[config.mk]
export PLATFORM = sky130hd
export DESIGN_NAME = power_wakeup_reset_control
export DESIGN_NICKNAME = d
export VERILOG_FILES = /design/src/core/power_wakeup_pkg.sv /design/src/core/power_wakeup_reset_control.sv
export SDC_FILE = /design/constraint.sdc
export NUM_CORES = 1
export LEC_CHECK = 0
export ABC_AREA = 1
export BUFFER_PORTS_ARGS = -buffer_cell sky130_fd_sc_hd__buf_2
export CAP_MARGIN = 5
export CORE_UTILIZATION = 47
export DETAILED_ROUTE_END_ITERATION = 8
export PLACE_DENSITY = 0.83
export SLEW_MARGIN = 20
export SYNTH_ARGS = -nofsm -noshare
export SYNTH_HDL_FRONTEND = slang
export SYNTH_SLANG_ARGS = --single-unit
[constraint.sdc]
create_clock -name clock -period 2.9 [get_ports clock]
set_clock_uncertainty 0.2 [all_clocks]
set_input_delay 0.145 -clock clock [delete_from_list [all_inputs] [get_ports clock]]
set_output_delay 0.145 -clock clock [all_outputs]
set_load 0.1 [all_outputs]
[src/core/power_wakeup_pkg.sv]
package power_wakeup_pkg;

    // magic value for standby entry and software reset
    localparam logic [15:0] MAGIC_VALUE = 16'h5555;

    // clock
    localparam int CLOCK_HZ = 40_000_000;

    // rtc: 32768 Hz oscillator, event every 0.5 s
    localparam int RTC_OSC_HZ = 32768;
    localparam int RTC_PERIOD_MS = 500;
    localparam int RTC_EDGES = RTC_OSC_HZ * RTC_PERIOD_MS / 1000;
    localparam int RTC_CNT_W = 15;

    // low-voltage reset: supply below 2.4 V for 4 consecutive cycles
    localparam logic [2:0] LVR_CYCLES = 3'h4;

    // watchdog period
    localparam int WDOG_PERIOD_MS = 750;
    localparam longint WDOG_CYCLES_L =
        longint'(CLOCK_HZ) * WDOG_PERIOD_MS / 1000;
    localparam int WDOG_CYCLES = int'(WDOG_CYCLES_L);

    // voltage-detect control register layout
    localparam int VD_LEVEL_LSB = 0;
    localparam int VD_LOW_BIT = 12;
    localparam logic [1:0] VD_LEVEL_RESET = 2'h0;
    // level codes: 0 = 2.6 V, 1 = 2.8 V, 2 = 3.0 V, 3 = 3.2 V
    localparam logic [1:0] VD_LEVEL_2V6 = 2'h0;
    localparam logic [1:0] VD_LEVEL_2V8 = 2'h1;
    localparam logic [1:0] VD_LEVEL_3V0 = 2'h2;
    localparam logic [1:0] VD_LEVEL_3V2 = 2'h3;

    // system voltage control register layout
    localparam int SV_OSC_STRONG_BIT = 0;
    localparam int SV_RTC_EN_BIT = 1;
    localparam int SV_SOFT_FLAG_BIT = 15;
    localparam logic SV_OSC_STRONG_RESET = 1'b1;
    localparam logic SV_RTC_EN_RESET = 1'b0;

    // key wakeup port bits
    localparam int KEY_MSB = 15;
    localparam int KEY_LSB = 8;

    // power states
    typedef enum logic [1:0]
    {
        ST_RUN = 2'b00,
        ST_HALT = 2'b01,
        ST_STANDBY = 2'b10
    } power_state_t;

endpackage

[src/core/power_wakeup_reset_control.sv]
`timescale 1ns/1ps
// Summary of operation
// - writing 5555h to standby entry from run stops cpu and system clocks
// - standby holds sram and io states until wakeup
// - wake on key change, rtc event or enabled irq1..irq7
// - on wakeup clocks restart, cpu resumes, no reset
// - armed key wakeup fires when pins 15:8 differ from latched value
// - software enables or disables the rtc independently
// - rtc gives a 0.5 s event that counts time and wakes cpu
// - oscillator drive strength selectable strong or weak
// - halt gates only the cpu clock
// - detection level selectable 2.6, 2.8, 3.0 or 3.2 V
// - bit 12 of voltage-detect control reads one when supply low
// - reset when supply below 2.4 V for 4 consecutive cycles
// - low-voltage reset always on, returns all to initial state except port latch and soft flag
// - watchdog overflow resets only when mask option enabled
// - 5555h to soft reset resets like pin and sets flag
// - stack access outside top..bottom range resets system
// - external reset pin is active low
// - fixed mask option decides whether watchdog may reset
module power_wakeup_reset_control
#(
    parameter int WDOG_CYCLES = power_wakeup_pkg::WDOG_CYCLES,
    parameter int RTC_EDGES = power_wakeup_pkg::RTC_EDGES,
    parameter int ADDR_W = 16
)
(
    // clock and reset
    input wire logic clock,
    input wire logic reset,
    input wire logic ext_reset_n,
    // software register writes
    input wire logic standby_entry_write,
    input wire logic soft_reset_write,
    input wire logic voltage_detect_write,
    input wire logic system_voltage_write,
    input wire logic [15:0] write_data,
    input wire logic halt_request,
    // key port
    input wire logic [15:0] port_a_pins,
    input wire logic port_a_read,
    input wire logic key_wake_enable,
    output logic [15:0] port_a_data_reg,
    // interrupts
    input wire logic [7:1] irq_request,
    input wire logic [7:1] irq_enable,
    // rtc oscillator
    input wire logic rtc_osc,
    output logic osc_strong_mode,
    output logic rtc_event,
    output logic [15:0] rtc_tick_count,
    // voltage comparators
    input wire logic lvd_below,
    input wire logic supply_below_2v4,
    output logic [1:0] lvd_level,
    output logic [15:0] voltage_detect_ctrl_reg,
    output logic [15:0] system_voltage_ctrl_reg,
    // watchdog
    input wire logic watchdog_mask_option,
    input wire logic watchdog_clear,
    // stack checker
    input wire logic stack_access,
    input wire logic [ADDR_W-1:0] stack_addr,
    input wire logic [ADDR_W-1:0] stack_top,
    input wire logic [ADDR_W-1:0] stack_bottom,
    // power control outputs
    output logic cpu_clock_enable,
    output logic system_clock_enable,
    output logic retention_hold,
    output logic wakeup_pulse,
    output logic system_reset
);

    localparam int WDOG_W = $clog2(WDOG_CYCLES + 1);
    localparam logic [WDOG_W-1:0] WDOG_LAST = WDOG_W'(WDOG_CYCLES - 1);
    localparam logic [14:0] RTC_LAST = 15'(RTC_EDGES - 1);

    power_wakeup_pkg::power_state_t state_reg;
    power_wakeup_pkg::power_state_t state_next;
    logic [1:0] reset_pipe_reg;
    logic internal_reset;
    logic [7:0] key_latch_reg;
    logic key_change;
    logic irq_wake;
    logic wake;
    logic [14:0] rtc_count_reg;
    logic rtc_osc_prev_reg;
    logic rtc_enable_reg;
    logic [2:0] lvr_count_reg;
    logic lvr_trip;
    logic [WDOG_W-1:0] wdog_count_reg;
    logic wdog_overflow;
    logic wdog_option_reg;
    logic option_taken_reg;
    logic soft_trip;
    logic stack_trip;
    logic pin_trip;
    logic soft_flag_reg;
    logic lvd_low_reg;

    ////////////////////////////////////////////////////////////////////////
    // reset merge

    assign pin_trip = !ext_reset_n;
    assign soft_trip = soft_reset_write &&
        (write_data == power_wakeup_pkg::MAGIC_VALUE);
    assign stack_trip = stack_access &&
        ((stack_addr > stack_top) || (stack_addr < stack_bottom));

    // assertion is immediate on reset, release waits two clean edges
    always_ff @(posedge clock or posedge reset)
    begin
        if (reset)
            reset_pipe_reg <= 2'h3;
        else if (pin_trip || lvr_trip || wdog_overflow || soft_trip ||
                 stack_trip)
            reset_pipe_reg <= 2'h3;
        else
            reset_pipe_reg <= {reset_pipe_reg[0], 1'b0};
    end

    assign internal_reset = reset_pipe_reg[1];
    assign system_reset = reset || internal_reset;

    ////////////////////////////////////////////////////////////////////////
    // low-voltage reset, always active

    always_ff @(posedge clock or posedge reset)
    begin
        if (reset)
            lvr_count_reg <= 3'h0;
        else if (!supply_below_2v4)
            lvr_count_reg <= 3'h0;
        else if (lvr_count_reg != power_wakeup_pkg::LVR_CYCLES)
            lvr_count_reg <= lvr_count_reg + 3'h1;
    end

    assign lvr_trip =
        (lvr_count_reg == power_wakeup_pkg::LVR_CYCLES);

    a_lvr_after_four: assert property (@(posedge clock) disable iff (reset)
        supply_below_2v4 [*4] |-> ##2 system_reset)
        else $error("low voltage for four cycles gave no reset");

    a_lvr_not_early: assert property (@(posedge clock) disable iff (reset)
        !supply_below_2v4 ##1 supply_below_2v4 [*3] |-> !lvr_trip)
        else $error("low-voltage reset tripped before four cycles");

    ////////////////////////////////////////////////////////////////////////
    // watchdog option strap and counter

    always_ff @(posedge clock or posedge reset)
    begin
        if (reset)
        begin
            option_taken_reg <= 1'b0;
            wdog_option_reg <= 1'b0;
        end
        else if (!option_taken_reg)
        begin
            option_taken_reg <= 1'b1;
            wdog_option_reg <= watchdog_mask_option;
        end
    end

    // counter pauses while the system clock is stopped in standby
    always_ff @(posedge clock or posedge reset)
    begin
        if (reset)
            wdog_count_reg <= '0;
        else if (internal_reset || watchdog_clear)
            wdog_count_reg <= '0;
        else if (state_reg != power_wakeup_pkg::ST_STANDBY)
        begin
            if (wdog_count_reg == WDOG_LAST)
                wdog_count_reg <= '0;
            else
                wdog_count_reg <= wdog_count_reg + 1'b1;
        end
    end

    assign wdog_overflow = option_taken_reg && wdog_option_reg &&
        !watchdog_clear && !internal_reset &&
        (state_reg != power_wakeup_pkg::ST_STANDBY) &&
        (wdog_count_reg == WDOG_LAST);

    a_wdog_masked: assert property (@(posedge clock) disable iff (reset)
        wdog_overflow |-> wdog_option_reg)
        else $error("watchdog reset while option disabled");

    a_wdog_resets: assert property (@(posedge clock) disable iff (reset)
        wdog_overflow |=> system_reset [*2])
        else $error("watchdog overflow did not reset");

    ////////////////////////////////////////////////////////////////////////
    // software reset flag and configuration

    // a new soft reset wins over a software clear in the same cycle
    always_ff @(posedge clock or posedge reset)
    begin
        if (reset)
            soft_flag_reg <= 1'b0;
        else if (soft_trip)
            soft_flag_reg <= 1'b1;
        else if (system_voltage_write &&
                 write_data[power_wakeup_pkg::SV_SOFT_FLAG_BIT])
            soft_flag_reg <= 1'b0;
    end

    a_soft_sets_flag: assert property (@(posedge clock) disable iff (reset)
        soft_trip |=> soft_flag_reg && system_reset)
        else $error("soft reset missed flag or reset");

    always_ff @(posedge clock or posedge reset)
    begin
        if (reset)
        begin
            osc_strong_mode <= power_wakeup_pkg::SV_OSC_STRONG_RESET;
            rtc_enable_reg <= power_wakeup_pkg::SV_RTC_EN_RESET;
        end
        else if (internal_reset)
        begin
            osc_strong_mode <= power_wakeup_pkg::SV_OSC_STRONG_RESET;
            rtc_enable_reg <= power_wakeup_pkg::SV_RTC_EN_RESET;
        end
        else if (system_voltage_write)
        begin
            osc_strong_mode <=
                write_data[power_wakeup_pkg::SV_OSC_STRONG_BIT];
            rtc_enable_reg <=
                write_data[power_wakeup_pkg::SV_RTC_EN_BIT];
        end
    end

    always_comb
    begin
        system_voltage_ctrl_reg = 16'h0000;
        system_voltage_ctrl_reg[power_wakeup_pkg::SV_OSC_STRONG_BIT] =
            osc_strong_mode;
        system_voltage_ctrl_reg[power_wakeup_pkg::SV_RTC_EN_BIT] =
            rtc_enable_reg;
        system_voltage_ctrl_reg[power_wakeup_pkg::SV_SOFT_FLAG_BIT] =
            soft_flag_reg;
    end

    ////////////////////////////////////////////////////////////////////////
    // low-voltage detect

    always_ff @(posedge clock or posedge reset)
    begin
        if (reset)
            lvd_level <= power_wakeup_pkg::VD_LEVEL_RESET;
        else if (internal_reset)
            lvd_level <= power_wakeup_pkg::VD_LEVEL_RESET;
        else if (voltage_detect_write)
            lvd_level <= write_data[power_wakeup_pkg::VD_LEVEL_LSB +: 2];
    end

    always_ff @(posedge clock or posedge reset)
    begin
        if (reset)
            lvd_low_reg <= 1'b0;
        else
            lvd_low_reg <= lvd_below;
    end

    always_comb
    begin
        voltage_detect_ctrl_reg = 16'h0000;
        voltage_detect_ctrl_reg[power_wakeup_pkg::VD_LEVEL_LSB +: 2] =
            lvd_level;
        voltage_detect_ctrl_reg[power_wakeup_pkg::VD_LOW_BIT] =
            lvd_low_reg;
    end

    a_lvd_status: assert property (@(posedge clock) disable iff (reset)
        lvd_below |=> voltage_detect_ctrl_reg[12])
        else $error("low-voltage status bit not set");

    ////////////////////////////////////////////////////////////////////////
    // rtc: counts oscillator rising edges, half-second event

    always_ff @(posedge clock or posedge reset)
    begin
        if (reset)
            rtc_osc_prev_reg <= 1'b0;
        else
            rtc_osc_prev_reg <= rtc_osc;
    end

    always_ff @(posedge clock or posedge reset)
    begin
        if (reset)
        begin
            rtc_count_reg <= 15'h0000;
            rtc_event <= 1'b0;
        end
        else if (!rtc_enable_reg)
        begin
            rtc_count_reg <= 15'h0000;
            rtc_event <= 1'b0;
        end
        else if (rtc_osc && !rtc_osc_prev_reg)
        begin
            rtc_event <= (rtc_count_reg == RTC_LAST);
            if (rtc_count_reg == RTC_LAST)
                rtc_count_reg <= 15'h0000;
            else
                rtc_count_reg <= rtc_count_reg + 15'h0001;
        end
        else
            rtc_event <= 1'b0;
    end

    always_ff @(posedge clock or posedge reset)
    begin
        if (reset)
            rtc_tick_count <= 16'h0000;
        else if (internal_reset)
            rtc_tick_count <= 16'h0000;
        else if (rtc_event)
            rtc_tick_count <= rtc_tick_count + 16'h0001;
    end

    a_rtc_off_quiet: assert property (@(posedge clock) disable iff (reset)
        !rtc_enable_reg |=> !rtc_event)
        else $error("rtc event while rtc disabled");

    ////////////////////////////////////////////////////////////////////////
    // key latch and wake sources

    always_ff @(posedge clock or posedge reset)
    begin
        if (reset)
        begin
            port_a_data_reg <= 16'h0000;
            key_latch_reg <= 8'h00;
        end
        else if (port_a_read)
        begin
            port_a_data_reg <= port_a_pins;
            key_latch_reg <= port_a_pins[power_wakeup_pkg::KEY_MSB:
                                         power_wakeup_pkg::KEY_LSB];
        end
    end

    assign key_change = key_wake_enable && (port_a_pins[
        power_wakeup_pkg::KEY_MSB:power_wakeup_pkg::KEY_LSB] !=
        key_latch_reg);
    assign irq_wake = |(irq_request & irq_enable);
    assign wake = key_change || rtc_event || irq_wake;

    ////////////////////////////////////////////////////////////////////////
    // power state

    always_comb
    begin
        state_next = state_reg;
        unique case (state_reg)
            power_wakeup_pkg::ST_RUN:
            begin
                if (standby_entry_write &&
                    (write_data == power_wakeup_pkg::MAGIC_VALUE))
                    state_next = power_wakeup_pkg::ST_STANDBY;
                else if (halt_request)
                    state_next = power_wakeup_pkg::ST_HALT;
            end
            power_wakeup_pkg::ST_HALT,
            power_wakeup_pkg::ST_STANDBY:
            begin
                if (wake)
                    state_next = power_wakeup_pkg::ST_RUN;
            end
            default:
                state_next = power_wakeup_pkg::ST_RUN;
        endcase
    end

    always_ff @(posedge clock or posedge reset)
    begin
        if (reset)
            state_reg <= power_wakeup_pkg::ST_RUN;
        else if (internal_reset)
            state_reg <= power_wakeup_pkg::ST_RUN;
        else
            state_reg <= state_next;
    end

    always_ff @(posedge clock or posedge reset)
    begin
        if (reset)
            wakeup_pulse <= 1'b0;
        else
            wakeup_pulse <= !internal_reset && wake &&
                (state_reg != power_wakeup_pkg::ST_RUN);
    end

    assign cpu_clock_enable = (state_reg == power_wakeup_pkg::ST_RUN);
    assign system_clock_enable =
        (state_reg != power_wakeup_pkg::ST_STANDBY);
    assign retention_hold =
        (state_reg == power_wakeup_pkg::ST_STANDBY);

    a_standby_entry: assert property (@(posedge clock) disable iff (reset)
        state_reg == power_wakeup_pkg::ST_RUN && !internal_reset &&
        standby_entry_write &&
        write_data == power_wakeup_pkg::MAGIC_VALUE |=>
        !cpu_clock_enable && !system_clock_enable)
        else $error("magic write did not enter standby");

    a_standby_holds: assert property (@(posedge clock) disable iff (reset)
        retention_hold && !wake && !internal_reset |=>
        retention_hold)
        else $error("standby left without a wake event");

    a_wake_resumes: assert property (@(posedge clock) disable iff (reset)
        retention_hold && wake && !internal_reset |=>
        cpu_clock_enable && system_clock_enable && wakeup_pulse &&
        !system_reset)
        else $error("wake did not restart clocks");

    a_halt_gating: assert property (@(posedge clock) disable iff (reset)
        state_reg == power_wakeup_pkg::ST_HALT |->
        !cpu_clock_enable && system_clock_enable)
        else $error("halt gated the wrong clocks");

    a_stack_reset: assert property (@(posedge clock) disable iff (reset)
        stack_trip |=> system_reset ##1 system_reset)
        else $error("stack violation did not reset");

endmodule

==> impl_metrics.yaml, run 1 <==
power_and_ir_drop:
  p_switching_uw: 1080
  power_density_nw_per_um2: 451
  switching_share_pct: 32.3
  combPwrFrac_pct: 22.4
  p_int_uw: 2260
  pwr-share-clk_pct: 38.0
  power_frac_seq_pct: 39.6
  p_leak_uw: 0.00380
  ir_drop_uv: 297
timing:
  maxSlewHeadroom_pct: 57.2
  fmax_mhz: 425
  period_needed_ns: 2.35
  rsz0062_at_grt: "no"
  fin_tns_setup_ns: 0
  final.setup.worst_slack_ns: 0.548
  report.final.slew_viol_count: 0
  finalSetupViolCount: 0
  finalCritPeriodShare_pct: 81.1
  worst_pin_slew_ns: 0.643
  hold_violations: 0
synthesis:
  yosys-top-cells-area: "dfrtp_1 (37%), nand2_1 (9.7%), ha_1 (8.0%)"
  synth.top_cell.area_share_pct: 36.8
  synth_edf_count: 0
  yosys.area_share.simple_pct: 28.6
  synth_common_cells: "nand2_1 (153), inv_1 (115), dfrtp_1 (87)"
  synthCells: 762
  synth.area.mux_share_pct: 2.29
  ys_seq_area_share_pct: 38.2
  ys_ff_latch: 90
  synth_ff_type: "dfrtp_1"
  synthXorXnorAreaFrac_pct: 2.96
  syn_area_per_cell_sq_um: 7.76
  syn_area_sq_um: 5910
  ys_types: 44
  synth_top_family_by_area: "simple AND/OR/NAND/NOR gates"
  ys_warn_count: 0
  synth_fa_ha_area_share_pct: 8.04
  yosysTopAreaCell: "dfrtp_1"
  ys_async_sr_fraction_pct: 100
  synth_compound_area_share_pct: 7.24
  post-synth-top-count-cell: "nand2_1"
worst_hold_path:
  hold_depth: 4
  hold_class: "in2reg"
  whs_endpoint: "reset_pipe_reg[1]"
  hp-start: "ext_reset_n"
global_route:
  grt_util_all_layers_pct: 23.0
  grt_max_degree: 43
  antenna_found_initial: 0
  grt.overflow.total: 0
  grt_pass1_wl_um: 24200
  grt_pass1_vias: 5476
placed_design:
  dp_cells: 1074
  place.gp.congestion: 0.905
  dpl_cell_area_sq_um: 6730
  dpl.hpwl_um: 10700
  portBuffers: 156
  pre_cts_ws_ns: 0.681
flow_run:
  drv_cap: 0
clocking:
  clkSlewWorstSetupHoldPaths_ns: 0.07
  cts_tree: "done"
  numCtsBuffers: 9
  insertion_delay_ns: 0.34
  cts_setup_buffers: 0
  cts.sinks: 90
  cts_root_buf: "clkbuf_16"
  htreeDepth: 3
  cts_max_path_buffers: 2
worst_setup_path:
  setup.worst_path.start_class: "flop"
  cp_data_arrival_time_ns: 2.43
  startpoint: "wdog_count_reg[0]"
  ff2ff_setup_slack_ns: 0.55
  r2r-start: "wdog_count_reg[0]"
  r2r_end: "reset_pipe_reg[0]"
  end_kind: "flop"
  crit_required_ns: 2.98
  worst-path-max-fanout: 5
  critPathKind: "reg2reg"
  r2r_cells: 10
finish:
  design_area_sq_um: 7390
  largest_reg_flops: 25
  instances_no_fill: 1123
  layout.nets: 1098
  diodes: 0
  area_delta_synth_final_pct: 25.0
  drive_gt1_share_pct: 24.5
drt:
  routedWlPerCell_um: 12.8
  via_count: 5546
  drt_pass1_iterations: 5
  wl_um: 14400
  vias_per_cell: 4.94
  ant_nets: 0
  drc: 0
  detail_route.iter0.violations: 368
floorplanning:
  initial_core_util_pct: 48.8
  ioPinCount: 183
  num_rows: 40
  die_h_um: 114
  die-area_sq_um: 13000
  dieWidth_um: 114
  core_area_sq_um: 12100
outcome:
  status: "complete, no violations"
==> cell usage in the layout (no fill, tap or decap), types with 2 or more instances in the layout <==
| cell | netlist | final |
|---|---|---|
| conb_1 | 2 | 27 |
| nand3_1 | 43 | 43 |
| clkbuf_16 | 0 | 9 |
| mux2_2 | 12 | 12 |
| dlygate4sd3_1 | 0 | 33 |
| xnor2_1 | 10 | 10 |
| nand4_1 | 24 | 24 |
| o21ai_2 | 2 | 2 |
| dfstp_2 | 3 | 3 |
| a211oi_1 | 2 | 2 |
| bufinv_16 | 0 | 2 |
| nor3_2 | 5 | 5 |
| ha_1 | 38 | 37 |
| nand2_2 | 8 | 8 |
| nor2_2 | 12 | 12 |
| and3_1 | 3 | 3 |
| buf_2 | 1 | 156 |
| inv_6 | 0 | 2 |
| xor2_1 | 10 | 10 |
| dfrtp_1 | 87 | 87 |
| nand3b_1 | 2 | 2 |
| a21oi_1 | 37 | 37 |
| nor3b_1 | 2 | 2 |
| buf_4 | 34 | 4 |
| clkinvlp_4 | 0 | 2 |
| o21ai_1 | 2 | 2 |
| nor2_1 | 75 | 75 |
| inv_1 | 115 | 114 |
| nand2_1 | 153 | 153 |
| or2_2 | 5 | 5 |
| o21ai_0 | 29 | 29 |
| inv_2 | 3 | 3 |
| nor2_4 | 2 | 2 |
| nor3_1 | 22 | 22 |
==> cell type report <==
| cell class | instances | area [sq um] |
|---|---|---|
| Multi-Input combinational cell | 538 | 3010 |
| Sequential cell | 90 | 2260 |
| Timing Repair Buffer | 193 | 1140 |
| Clock inverter | 6 | 96.3 |
| Fill cell | 1052 | 4720 |
| Tap cell | 168 | 210 |
| Inverter | 118 | 447 |
| Clock buffer | 10 | 229 |
==> critical path, cell delays in order, from the launching register on <==
cell	delay, ns
dfrtp_1	0.39
ha_1	0.19
nand2_2	0.08
nor2_2	0.17
nand2_2	0.10
nor2_4	0.13
nand4_4	0.13
nor2_1	0.20
nor2_1	0.10
nand2_1	0.08
dlygate4sd3_1	0.55
==> logic make-up after synthesis <==
kind of cell | count (synthesis)
adder cells (fa/ha/maj) | 38
other | 2
multiplexers | 12
flip-flops | 90
AND/OR/NAND/NOR | 362
buffers and inverters | 159
AO/OA/AOI/OAI | 79
XOR/XNOR | 20
==> per-stage QoR <==
stage	total power, uW	util, %	hold slack (ns)
5_1_grt	3470	61.0	0.0306
6_report	3340	61.0	0.00756
2_1_floorplan	1910	-	-0.0236
3_5_place_dp	2050	55.6	0.0116
4_1_cts	3350	61.0	0.00773
3_3_place_gp	2040	55.6	0.0121
==> what timing repair did <==
action                                 4_1_cts  5_1_grt
hold buffers                                33        0
endpoints found under the hold margin       54        0
gates resized for setup                      0        0
==> metal layers <==
layer	up-vias	GRT usage (%)	part of all wire [%]
met3	40	4.02	5.9
li1	2771	-	-
met1	2532	27.1	43
met5	-	0	0
met4	0	9.61	2.7
met2	203	41.2	49
==> how the worst max path moves through the flow <==
stage	to	slack, ns
floorplan	system_reset	-0.007
global placement	wdog_count_reg[19]	0.79
global route	reset_pipe_reg[0]	0.40
finish	reset_pipe_reg[0]	0.55
CTS	reset_pipe_reg[0]	0.56
detailed placement	wdog_count_reg[19]	0.68
==> power groups by stage <==
stage               combinational, uW  sequential [uW]  clock, uW
finish                            747             1320       1270
global route                      806             1320       1340
CTS                               742             1320       1290
detailed placement                706             1340          0
global placement                  698             1340          0
floorplan                         401             1510          0
Note: power is estimated with default switching activity, not from simulation.
==> inputs of run 2 (changes only) <==
ABC_AREA = 0   (was 1)
PLACE_DENSITY = 0.84   (was 0.83)
clock period = 2.05 ns   (was 2.9 ns; I/O delays follow)
==> run 2 against run 1 <==
  * The run now ends with negative setup slack left
  * Sequential share of layout area decreased by 0.64 points
  * Fmax rose by 11%
  * Routed wire length rose by 2.0%
  * Setup slack lost 0.62 ns
  * Cell count decreased by 15%
  * Combinational power is 39% higher
  * Non-clock buffer count increased by 39
  * Largest power group unchanged
==> impl_metrics.yaml, run 2 <==
global_route:
  grt_max_degree: 72
  grt.overflow.total: 0
  grt_pass1_vias: 5285
  grt_util_all_layers_pct: 24.5
  grt_pass1_wl_um: 24400
  use_met3_pct: 4.59
  met1_usage_pct: 29.4
  top_usage_layer: "met2"
  grt.met2_usage_pct: 43.1
  antenna_found_initial: 1
timing:
  period_needed_ns: 2.13
  fmax_mhz: 470
  finalSetupViolCount: 12
  maxSlewHeadroom_pct: 65.8
  hold_violations: 0
  final.setup.worst_slack_ns: -0.0761
  whs_ns: 0.0252
  finalCritPeriodShare_pct: 104
  rsz0062_at_grt: "yes"
  fin_tns_setup_ns: -0.272
  report.final.slew_viol_count: 0
  worst_pin_slew_ns: 0.517
finish:
  area_delta_synth_final_pct: 36.0
  largest_reg_flops: 25
  nFillCells: 858
  layout_commonest_cell: "buf_2"
  layout.nets: 960
  layout_common_cells: "buf_2 (155), dfrtp_1 (86), nor2_1 (50), inv_1 (49), nand2_1 (45)"
  diodes: 0
  drive_gt1_share_pct: 33.7
synthesis:
  synthCells: 587
  synth_ff_type: "dfrtp_1"
  synth_edf_count: 0
  post-synth-top-count-cell: "dfrtp_1"
  yosys-top-cells-area: "dfrtp_1 (39%), ha_1 (8.6%), xnor2_1 (4.6%)"
  synth.top_cell.area_share_pct: 39.2
  yosysTopAreaCell: "dfrtp_1"
  ys_types: 65
  syn_area_per_cell_sq_um: 9.46
  ys_seq_area_share_pct: 40.6
  synth_common_cells: "dfrtp_1 (87), inv_1 (52), nor2_1 (52)"
  ys_ff_latch: 90
  syn_area_sq_um: 5550
  ys_async_sr_fraction_pct: 100
  ys_warn_count: 0
placed_design:
  place.gp.congestion: 0.871
  dpl.hpwl_um: 10200
  portBuffers: 156
clocking:
  numCtsBuffers: 9
  cts.sinks: 90
  htreeDepth: 3
  clkSlewWorstSetupHoldPaths_ns: 0.07
  cts_root_buf: "clkbuf_16"
  insertion_delay_ns: 0.34
  cts_max_path_buffers: 2
  cts_tree: "done"
power_and_ir_drop:
  power_density_nw_per_um2: 613
  ir_drop_uv: 442
  p_leak_uw: 0.00366
drt:
  drc: 0
  drt_pass1_iterations: 5
  vias_per_cell: 5.41
  ant_nets: 0
  wl_um: 14700
  routedWlPerCell_um: 15.3
  detail_route.iter0.violations: 287
  via_count: 5189
outcome:
  violations: "negative setup slack"
  status: "finished with violations"
flow_run:
  drv_cap: 0
worst_setup_path:
  worst-path-max-fanout: 5
  ff2ff_setup_slack_ns: -0.08
  end_kind: "flop"
  crit_required_ns: 2.13
  r2r_end: "wdog_count_reg[24]"
  r2r_cells: 7
  setup.worst_path.start_class: "flop"
  critPathKind: "reg2reg"
  r2r-start: "state_reg[0]"
  cp_data_arrival_time_ns: 2.21
floorplanning:
  die_h_um: 111
  num_rows: 39
  core_area_sq_um: 11500
  dieWidth_um: 111
  initial_core_util_pct: 48.4
  die-area_sq_um: 12300
  ioPinCount: 183
worst_hold_path:
  hp-start: "standby_entry_write"
  whs_endpoint: "state_reg[0]"
  hold_depth: 4
  hold_class: "in2reg"
-- run 2: cell count changes in the layout (fill, tap and decap cells not counted), sizes merged, moves of 7 or more --
cell,before,now
a21oi,37,20
and3,3,10
buf,160,200
inv,120,51
nand2,161,45
nand3,44,21
nor2,89,52
nor3,28,15
nor4,2,17
o21ai,33,17
or3,0,7
xnor2,10,29
xor2,10,17
-- run 2: worst max-delay path by stage --
stage                  startpoint                 end  slack (ns)  cells after the start
2_1_floorplan               reset        system_reset       -0.77                      2
3_3_place_gp   wdog_count_reg[13]  wdog_count_reg[22]        0.02                      5
3_5_place_dp    wdog_count_reg[0]  wdog_count_reg[20]       -0.03                      7
4_1_cts              state_reg[0]  wdog_count_reg[20]       -0.01                      8
5_1_grt         wdog_count_reg[0]  wdog_count_reg[20]       -0.12                      7
6_report             state_reg[0]  wdog_count_reg[24]       -0.08                      7
-- run 2: metrics by stage --
stage / utilization [%] / total power (uW) / instance area [sq um] / worst slack, ns / instances
floorplan: - / 2680 / 5760 / -0.769 / 612
global placement: 58.9 / 2860 / 6750 / 0.0197 / 909
detailed placement: 58.9 / 2880 / 6750 / -0.0284 / 909
CTS: 64.8 / 4630 / 7430 / -0.00994 / 957
global route: 65.8 / 4800 / 7550 / -0.118 / 960
finish: 65.8 / 4630 / 7550 / -0.0761 / 960
-- run 2: cell families after synthesis --
kind of cell / Yosys count / share of synthesized area, %
buf+inv: 95 / 8.77
mux: 24 / 4.73
other cells: 2 / 0.135
fa+ha+maj: 38 / 8.56
compound gates: 76 / 9.33
flops: 90 / 40.6
xor+xnor: 46 / 7.26
simple gates: 216 / 20.6
-- run 2: metal layers --
layer	up-vias	routed length [um]
li1	2445	-
met1	2511	6010
met2	191	7500
met3	42	728
met4	0	449
met5	-	0
-- run 2: cell type report --
type	count	area (sq um)	area share [%]
Tap cell	143	179	2.37
Inverter	52	203	2.68
Timing Repair Buffer	232	1500	19.9
Clock buffer	11	253	3.35
Multi-Input combinational cell	427	3100	41.0
Clock inverter	5	60.1	0.795
Sequential cell	90	2260	29.9
-- run 2: worst max-delay path: stages (launching register included) --
cell     delay (ns)
dfrtp_1        0.39
inv_2          0.08
ha_4           0.16
buf_4          0.15
nor3_2         0.33
o31ai_4        0.16
nor4_1         0.37
mux2_2         0.22
-- run 2: timing repair --
action | CTS | global route
pin swaps | 0 | 7
hold buffers | 32 | 0
buffers inserted | 0 | 3
gates resized for setup | 9 | 20
cloned | 0 | 0
hold endpoints to repair | 118 | 0
endpoints found under the setup margin | 10 | 30
-- run 2: power breakdown --
group	switching (uW)	internal, uW	total [uW]
combinational	746	295	1040
sequential	36.5	1830	1870
clock	704	1020	1720
total	1490	3140	4630
